## src/design/rcc_pkg.sv

```systemverilog
package rcc_pkg;

  // Register offsets of the bank
  localparam logic [7:0] CH4_HIGH_POWER_SETTING_ADDR = 8'h43;
  localparam logic [7:0] CH4_STARTUP_ORDER_ADDR = 8'h44;
  localparam logic [7:0] CH4_CHANNEL_CONFIG_ADDR = 8'h45;
  localparam logic [7:0] LINREG1_ACTIVE_SETTING_ADDR = 8'h50;
  localparam logic [7:0] LINREG1_LOW_POWER_SETTING_ADDR = 8'h51;
  localparam logic [7:0] LINREG1_HIBERNATE_SETTING_ADDR = 8'h52;
  localparam logic [7:0] LINREG1_HIGH_PERF_SETTING_ADDR = 8'h53;
  localparam logic [7:0] LINREG1_STARTUP_ORDER_ADDR = 8'h54;

  // Reset values; linear regulator codes are replaced by the strap pins
  localparam logic [7:0] CH4_HIGH_POWER_SETTING_RST = 8'hFD;
  localparam logic [7:0] CH4_STARTUP_ORDER_RST = 8'h1C;
  localparam logic [7:0] CH4_CHANNEL_CONFIG_RST = 8'hA0;
  localparam logic [7:0] LINREG1_STARTUP_ORDER_RST = 8'h09;
  localparam logic [3:0] LINREG1_ENABLE_RST = 4'hB;

  // Field positions shared by the mode registers
  localparam int unsigned MODE_ENABLE_BIT = 7;
  localparam int unsigned MODE_FORCED_BIT = 6;
  localparam logic [7:0] LINREG_MODE_WR_MASK = 8'hBF;

  // Power mode encoding, also the index of the matching linear mode register
  localparam logic [1:0] PMODE_ACTIVE = 2'h0;
  localparam logic [1:0] PMODE_LOW_POWER = 2'h1;
  localparam logic [1:0] PMODE_HIBERNATE = 2'h2;
  localparam logic [1:0] PMODE_HIGH_PERF = 2'h3;

  // Restart delay after a global short-circuit shutdown
  localparam int unsigned CLK_HZ = 25_000_000;
  localparam int unsigned RESTART_DELAY_MS = 100;
  localparam int unsigned RESTART_CYCLES = (CLK_HZ / 1000) * RESTART_DELAY_MS;
  localparam int unsigned RESTART_CNT_W = 22;

  // Strap settle: two synchroniser stages plus one
  localparam logic [1:0] STRAP_SETTLE = 2'h3;

  typedef struct packed {
    logic enable;
    logic forced_switching;
    logic [5:0] voltage_code;
  } rcc_mode_t;

  typedef struct packed {
    logic [1:0] soft_start_rate;
    logic [1:0] startup_step;
    logic step_participation;
    logic [2:0] delay;
  } rcc_seq_t;

  typedef struct packed {
    logic fault_irq_mask;
    logic hiccup_select;
    logic output_drain_enable;
    logic phase_shift;
    logic [1:0] voltage_slew_rate;
    logic register_enable;
    logic register_override_select;
  } rcc_cfg_t;

  typedef enum logic [0:0] {
    RCC_RUN,
    RCC_SHUTDOWN
  } rcc_fsm_t;

endpackage

```

## src/design/rcc_sync.sv

```systemverilog
`timescale 1ns/1ps
`default_nettype none
module rcc_sync #(
  parameter int unsigned WIDTH = 1
) (
  // Clock and reset
  input wire logic i_core_clk,
  input wire logic i_reset,
  // Asynchronous levels in, synchronised levels out
  input wire logic [WIDTH-1:0] i_async,
  output logic [WIDTH-1:0] o_sync
);

  logic [WIDTH-1:0] meta_reg;
  logic [WIDTH-1:0] sync_reg;

  // Two stages; only the second stage reads the first
  always_ff @(posedge i_core_clk or posedge i_reset) begin
    if (i_reset) begin
      meta_reg <= '0;
      sync_reg <= '0;
    end else begin
      meta_reg <= i_async;
      sync_reg <= meta_reg;
    end
  end

  assign o_sync = sync_reg;

endmodule
`default_nettype wire

```

## src/design/rcc_regs.sv

```systemverilog
// What this block does
// - High-performance register bit 7 enables the fourth buck in that mode; resets one
// - Mode bit 6 set gives forced switching, cleared gives automatic pulse skipping
// - High-performance voltage code is bits 5-0; reset code means 1.8 V
// - Sequencing fields: soft-start rate, startup step, delay before soft start
// - Participation cleared: no start at step, done and good flags ignored
// - Fault mask set keeps the channel fault off the interrupt line
// - Hiccup set: short retries soft start on this channel only, others run
// - Hiccup clear: short shuts all channels, restart sequence after 100 ms
// - Config bit 5 controls output discharge when the channel is off
// - Config bit 4 set switches 180 degrees out of phase, else in phase
// - Config bits 3-2 set the dynamic voltage scaling slew rate
// - Override select set: register enable forces channel on or off
// - Under override, switching mode still comes from the mode registers
// - Linear regulator voltage codes load their reset value from strap pins
// - Linear enable resets one in active, low, high modes; zero in hibernate
`timescale 1ns/1ps
`default_nettype none
module rcc_regs
  import rcc_pkg::*;
#(
  parameter int unsigned P_RESTART_CYCLES = RESTART_CYCLES
) (
  // Clock and reset
  input wire logic i_core_clk,
  input wire logic i_reset,
  // Register port from the serial link engine
  input wire logic i_reg_wr,
  input wire logic i_reg_rd,
  input wire logic [7:0] i_reg_addr,
  input wire logic [7:0] i_reg_wdata,
  output logic [7:0] o_reg_rdata,
  // Power mode and settings of the other fourth-buck mode registers
  input wire logic [1:0] i_power_mode,
  input wire rcc_mode_t i_ch4_lower_mode_setting,
  // Pins and analog status, asynchronous
  input wire logic [5:0] i_linreg1_vsel_pins,
  input wire logic i_ch4_fault_flag,
  input wire logic i_ch4_short,
  input wire logic i_ch4_soft_start_done,
  input wire logic i_ch4_power_good,
  input wire logic i_linreg1_soft_start_done,
  input wire logic i_linreg1_power_good,
  // Fourth buck controls
  output rcc_mode_t o_ch4_setting,
  output rcc_seq_t o_ch4_seq,
  output logic o_ch4_step_flags_ok,
  output logic o_ch4_output_drain,
  output logic o_ch4_phase_shift,
  output logic [1:0] o_ch4_voltage_slew_rate,
  output logic o_ch4_hiccup_retry,
  // Linear regulator controls
  output rcc_mode_t o_linreg1_setting,
  output rcc_seq_t o_linreg1_seq,
  output logic o_linreg1_step_flags_ok,
  // System wide
  output logic o_all_channels_off,
  output logic o_restart_sequence,
  output logic o_irq_out_n
);

  typedef struct packed {
    logic [7:0] ch4_hpm;
    logic [7:0] ch4_seq;
    logic [7:0] ch4_cfg;
    logic [3:0][7:0] lin_mode;
    logic [7:0] lin_seq;
    logic [7:0] rdata;
    logic [1:0] strap_cnt;
    logic strap_done;
    logic short_prev;
    rcc_fsm_t fsm;
    logic [RESTART_CNT_W-1:0] timer;
    logic restart;
    logic retry;
    logic irq_n;
    rcc_mode_t ch4_out;
    rcc_mode_t lin_out;
    logic drain;
  } rcc_state_t;

  localparam logic [RESTART_CNT_W-1:0] RESTART_LOAD =
    RESTART_CNT_W'(P_RESTART_CYCLES - 1);

  rcc_state_t st_reg;
  rcc_state_t st_next;
  logic [11:0] async_bus;
  logic [11:0] sync_bus;
  logic [5:0] vsel_s;
  logic fault_s;
  logic short_s;
  logic ch4_ssd_s;
  logic ch4_pok_s;
  logic lin_ssd_s;
  logic lin_pok_s;
  logic short_rise;
  rcc_cfg_t cfg;
  rcc_seq_t ch4_seq_f;
  rcc_seq_t lin_seq_f;
  rcc_mode_t ch4_sel;

  // Reset constant for one linear mode register, code overwritten by straps
  function automatic logic [7:0] lin_rst(input logic en);
    lin_rst = {en, 7'h00};
  endfunction

  // Read decode used only by the registered read path
  function automatic logic [7:0] reg_read(input rcc_state_t s, input logic [7:0] a);
    unique case (a)
      CH4_HIGH_POWER_SETTING_ADDR: reg_read = s.ch4_hpm;
      CH4_STARTUP_ORDER_ADDR: reg_read = s.ch4_seq;
      CH4_CHANNEL_CONFIG_ADDR: reg_read = s.ch4_cfg;
      LINREG1_ACTIVE_SETTING_ADDR: reg_read = s.lin_mode[0];
      LINREG1_LOW_POWER_SETTING_ADDR: reg_read = s.lin_mode[1];
      LINREG1_HIBERNATE_SETTING_ADDR: reg_read = s.lin_mode[2];
      LINREG1_HIGH_PERF_SETTING_ADDR: reg_read = s.lin_mode[3];
      LINREG1_STARTUP_ORDER_ADDR: reg_read = s.lin_seq;
      default: reg_read = 8'h00;
    endcase
  endfunction

  // Analog flags and strap pins all cross into the core clock
  assign async_bus = {i_linreg1_vsel_pins, i_ch4_fault_flag, i_ch4_short,
                      i_ch4_soft_start_done, i_ch4_power_good,
                      i_linreg1_soft_start_done, i_linreg1_power_good};

  rcc_sync #(
    .WIDTH(12)
  ) u_sync (
    .i_core_clk(i_core_clk),
    .i_reset(i_reset),
    .i_async(async_bus),
    .o_sync(sync_bus)
  );

  assign {vsel_s, fault_s, short_s, ch4_ssd_s, ch4_pok_s, lin_ssd_s, lin_pok_s} = sync_bus;

  // Field views of the stored registers
  assign cfg = rcc_cfg_t'(st_reg.ch4_cfg);
  assign ch4_seq_f = rcc_seq_t'(st_reg.ch4_seq);
  assign lin_seq_f = rcc_seq_t'(st_reg.lin_seq);
  assign short_rise = short_s & ~st_reg.short_prev;

  // Fourth buck mode source: own register only in high-performance mode
  always_comb begin
    if (i_power_mode == PMODE_HIGH_PERF) begin
      ch4_sel = rcc_mode_t'(st_reg.ch4_hpm);
    end else begin
      ch4_sel = i_ch4_lower_mode_setting;
    end
  end

  // Next state of the whole block
  always_comb begin
    st_next = st_reg;
    st_next.restart = 1'b0;
    st_next.retry = 1'b0;
    st_next.short_prev = short_s;
    // Host writes; linear reserved bit 6 never stored
    if (i_reg_wr) begin
      unique case (i_reg_addr)
        CH4_HIGH_POWER_SETTING_ADDR: st_next.ch4_hpm = i_reg_wdata;
        CH4_STARTUP_ORDER_ADDR: st_next.ch4_seq = i_reg_wdata;
        CH4_CHANNEL_CONFIG_ADDR: st_next.ch4_cfg = i_reg_wdata;
        LINREG1_ACTIVE_SETTING_ADDR:
          st_next.lin_mode[0] = i_reg_wdata & LINREG_MODE_WR_MASK;
        LINREG1_LOW_POWER_SETTING_ADDR:
          st_next.lin_mode[1] = i_reg_wdata & LINREG_MODE_WR_MASK;
        LINREG1_HIBERNATE_SETTING_ADDR:
          st_next.lin_mode[2] = i_reg_wdata & LINREG_MODE_WR_MASK;
        LINREG1_HIGH_PERF_SETTING_ADDR:
          st_next.lin_mode[3] = i_reg_wdata & LINREG_MODE_WR_MASK;
        LINREG1_STARTUP_ORDER_ADDR: st_next.lin_seq = i_reg_wdata;
        default: st_next.strap_done = st_reg.strap_done;
      endcase
    end
    // Strap capture once synchronised pins have settled; wins over a host write
    if (!st_reg.strap_done) begin
      st_next.strap_cnt = st_reg.strap_cnt + 2'h1;
      if (st_reg.strap_cnt == STRAP_SETTLE) begin
        st_next.strap_done = 1'b1;
        for (int i = 0; i < 4; i++) begin
          st_next.lin_mode[i][5:0] = vsel_s;
        end
      end
    end
    if (i_reg_rd) begin
      st_next.rdata = reg_read(st_reg, i_reg_addr);
    end
    // Short-circuit response
    unique case (st_reg.fsm)
      RCC_RUN: begin
        if (short_rise && cfg.hiccup_select) begin
          st_next.retry = 1'b1;
        end else if (short_rise) begin
          st_next.fsm = RCC_SHUTDOWN;
          st_next.timer = RESTART_LOAD;
        end
      end
      RCC_SHUTDOWN: begin
        if (st_reg.timer == '0) begin
          st_next.fsm = RCC_RUN;
          st_next.restart = 1'b1;
        end else begin
          st_next.timer = st_reg.timer - 1'b1;
        end
      end
    endcase
    // Enable: override wins over the mode enable, shutdown wins over both
    st_next.ch4_out = ch4_sel;
    if (cfg.register_override_select) begin
      st_next.ch4_out.enable = cfg.register_enable;
    end
    if (st_next.fsm == RCC_SHUTDOWN) begin
      st_next.ch4_out.enable = 1'b0;
    end
    st_next.lin_out = rcc_mode_t'(st_next.lin_mode[i_power_mode]);
    st_next.lin_out.forced_switching = 1'b0;
    if (st_next.fsm == RCC_SHUTDOWN) begin
      st_next.lin_out.enable = 1'b0;
    end
    // Discharge only on a switched-off channel, set means enabled
    st_next.drain = cfg.output_drain_enable & ~st_next.ch4_out.enable;
    st_next.irq_n = ~(fault_s & ~cfg.fault_irq_mask);
  end

  // State register; linear codes get their real value from the strap capture
  always_ff @(posedge i_core_clk or posedge i_reset) begin
    if (i_reset) begin
      st_reg <= '0;
      st_reg.ch4_hpm <= CH4_HIGH_POWER_SETTING_RST;
      st_reg.ch4_seq <= CH4_STARTUP_ORDER_RST;
      st_reg.ch4_cfg <= CH4_CHANNEL_CONFIG_RST;
      st_reg.lin_seq <= LINREG1_STARTUP_ORDER_RST;
      st_reg.irq_n <= 1'b1;
      st_reg.fsm <= RCC_RUN;
      for (int i = 0; i < 4; i++) begin
        st_reg.lin_mode[i] <= lin_rst(LINREG1_ENABLE_RST[i]);
      end
    end else begin
      st_reg <= st_next;
    end
  end

  // Outputs
  assign o_reg_rdata = st_reg.rdata;
  assign o_ch4_setting = st_reg.ch4_out;
  assign o_ch4_seq = ch4_seq_f;
  assign o_ch4_step_flags_ok = ~ch4_seq_f.step_participation | (ch4_ssd_s & ch4_pok_s);
  assign o_ch4_output_drain = st_reg.drain;
  assign o_ch4_phase_shift = cfg.phase_shift;
  assign o_ch4_voltage_slew_rate = cfg.voltage_slew_rate;
  assign o_ch4_hiccup_retry = st_reg.retry;
  assign o_linreg1_setting = st_reg.lin_out;
  assign o_linreg1_seq = lin_seq_f;
  assign o_linreg1_step_flags_ok = ~lin_seq_f.step_participation | (lin_ssd_s & lin_pok_s);
  assign o_all_channels_off = (st_reg.fsm == RCC_SHUTDOWN);
  assign o_restart_sequence = st_reg.restart;
  assign o_irq_out_n = st_reg.irq_n;
endmodule
`default_nettype wire

```

## config.mk

```make
export PLATFORM = sky130hd
export DESIGN_NAME = rcc_regs
export DESIGN_NICKNAME = d
export VERILOG_FILES = /design/src/design/rcc_pkg.sv /design/src/design/rcc_sync.sv /design/src/design/rcc_regs.sv
export SDC_FILE = /design/constraint.sdc
export NUM_CORES = 1
export LEC_CHECK = 0
export BUFFER_PORTS_ARGS = -buffer_cell sky130_fd_sc_hd__buf_2
export CAP_MARGIN = 20
export CORE_UTILIZATION = 50
export DETAILED_ROUTE_END_ITERATION = 10
export PLACE_DENSITY = 0.71
export SLEW_MARGIN = 10
export SYNTH_ARGS = -nofsm -noshare
export SYNTH_HDL_FRONTEND = slang
export SYNTH_SLANG_ARGS = --single-unit
export TNS_END_PERCENT = 100
```

## constraint.sdc

```tcl
create_clock -name i_core_clk -period 5.3 [get_ports i_core_clk]
set_input_delay 1.06 -clock i_core_clk [delete_from_list [all_inputs] [get_ports i_core_clk]]
set_output_delay 1.06 -clock i_core_clk [all_outputs]
set_load 0.05 [all_outputs]
```

==> impl_metrics.tcl <==
set metrics [dict create \
    final.fill_count 1103 \
    route.vias.total 4485 \
    synth_nets 596 \
    design.die.area_sq_um 13810 \
    finalCriticalPeriod_ns 2.967 \
    ir_drop_mv 0.2006 \
    area_growth_pct 14.35 \
    fp.dieH_um 117.5 \
    insertion_delay_ns 0.43 \
    die_w_um 117.5 \
    track_usage_pct 23.48 \
    setup_tns_ns 0 \
    worstPathMaxFanout 19 \
    h-tree-depth 4 \
    post_cts_resized 0 \
    synthCells 552 \
    ys_seq_elements 142 \
    rsz0062_at_grt "no" \
    drive_gt1_share_pct 33.28 \
    multi_input_area_sq_um 2649 \
    finalHoldViolCount 0 \
    clk_path_buf_depth 2 \
    drc 0 \
    wl_per_cell_um 19.17 \
    clockRootBuffer "clkbuf_16" \
    setup_viol 0 \
    ys_warn_count 0 \
    dp_hpwl_um 10410 \
    seq_area_sq_um 3576 \
    p_total_mw 2.957 \
    num_antenna_cells 0 \
    drt_iter0_drc 312 \
    final_cell_count_no_fill 785 \
    postPlaceCellArea_sq_um 6949 \
    worst_slack_ns 2.333 \
    gp_congestion 0.8556 \
    clock.fmax_mhz 337.0 \
    busiest_layer "met2" \
    synth_area_per_cell_sq_um 12.08 \
    antenna_left 0 \
    grt_max_degree 108 \
    grt_util_met1_pct 29.16 \
    slew_violations 0 \
    min_path_type "flop to flop" \
    boundaryPins 92 \
    numPortBuffers 90 \
    finClkSkew_ns 0.009803 \
    wirelength_um 15050 \
    rows 41 \
    cp.arrival_ns 3.26 \
    async_flop_share_pct 100.0 \
    cts_made_buffers 17 \
    required_ns 5.59 \
    grt_pass1_wl_um 24540 \
    final_common_cell "dfrtp_1" \
    leakage_nw 3.604 \
    holdWs_ns 0.3440 \
    fin_util_pct 59.47 \
    grt_util_met2_pct 39.42 \
    holdBufCountCts 0 \
    tightestPinTransition_ns 1.104 \
    avgViaCountPerCell 5.713 \
    grt_antenna_before_repair 0 \
    clk_pin_slew_ns 0.06 \
    grt-ovfl-total 0 \
    netlist_area_sq_um 6670 \
    cts_setup_buffers 0 \
    dp_cells 753 \
    synth_edf_count 0 \
    maxSlewHeadroom_pct 26.39 \
    finalInstanceArea_sq_um 7627 \
    dpl_worst_slack_ns 1.893 \
    grt_pass1_vias 4600 \
    start_util_pct 52.01 \
    p_per_area_nw_per_um2 387.7 \
    cts_tree "built" \
    fin_crit_sh_pct 55.98 \
    grtUsageMet3_pct 5.717 \
    largest_reg_flops 62 \
    nets 644 \
    core-area_sq_um 12820 \
    clock-sinks 142 \
    maxCapViolCount 0 \
    synth-seq-area-share_pct 53.61 \
    synth_ff_type "dfrtp_1" \
    ys_types 62 \
    end_kind "flop" \
    status "completed" \
    critical_path.startpoint_type "input port" \
    path_class "input port to flop" \
    drt_first_pass_iters 5 \
    final_cell_mix "dfrtp_1 (124), buf_2 (91), mux2i_1 (41)" \
]
cells by family after synthesis:
group | share of synthesized area [%]
muxes | 15.94
and+or+nand+nor | 12.49
DFF | 53.61
other | 0.05622
AOI/OAI and AO/OA | 8.610
adders and majority gates | 0.3751
buffers and inverters | 6.678
xor gates and xnor gates | 2.232
critical path: stages:
cell and delay, ns:
buf_2 0.37, and4bb_1 0.66, nand3_4 0.30, mux2i_1 0.22
a21oi_1 0.10, mux4_2 0.52
cell usage after synthesis, types with 10 or more instances:
library cell	number	area, sq um
dfrtp_1	124	3103
buf_4	44	330.3
mux2i_1	41	410.4
mux2_2	37	416.7
a21oi_1	33	165.2
nand2_1	32	120.1
nor2_1	30	112.6
dfstp_2	18	473.0
xor2_1	16	140.1
nand3_1	12	60.06
o21ai_0	11	55.05
clkbuf_1	10	37.54
path summary, 6_finish.rpt:
kind / from / slack (ns) / end / cells after the start
worst min register to register: u_sync.meta_reg[11] / 0.34 / u_sync.o_sync[11] / 0
worst max register to register: st_reg[45] / 2.91 / o_linreg1_setting[0] / 5
min in group asynchronous: i_reset / 0.85 / u_sync.o_sync[1] / 2
worst max-delay path: i_reg_addr[1] / 2.33 / o_linreg1_setting[4] / 6
max in group asynchronous: i_reset / 3.42 / st_reg[71] / 3
worst min-delay path: u_sync.meta_reg[11] / 0.34 / u_sync.o_sync[11] / 0
metal layers:
metal | part of all wire, % | vias up
met4 | 2.0 | 0
met1 | 42 | 2259
met5 | 0 | -
li1 | - | 2063
met3 | 4.8 | 27
met2 | 51 | 136
final cells by class:
| class | instances | area share (%) |
|---|---|---|
| clock inverter | 14 | 3.133 |
| multi-input combinational | 338 | 34.73 |
| clock buffer | 18 | 5.758 |
| timing repair buffer | 94 | 6.266 |
| tap | 172 | 2.822 |
| sequential | 142 | 46.88 |
| inverter | 7 | 0.4101 |
power breakdown:
part	switching (mW)	internal, mW
registers	0.0710	1.17
clock network	0.455	0.895
logic	0.240	0.122
Note: power is estimated with default switching activity, not from simulation.
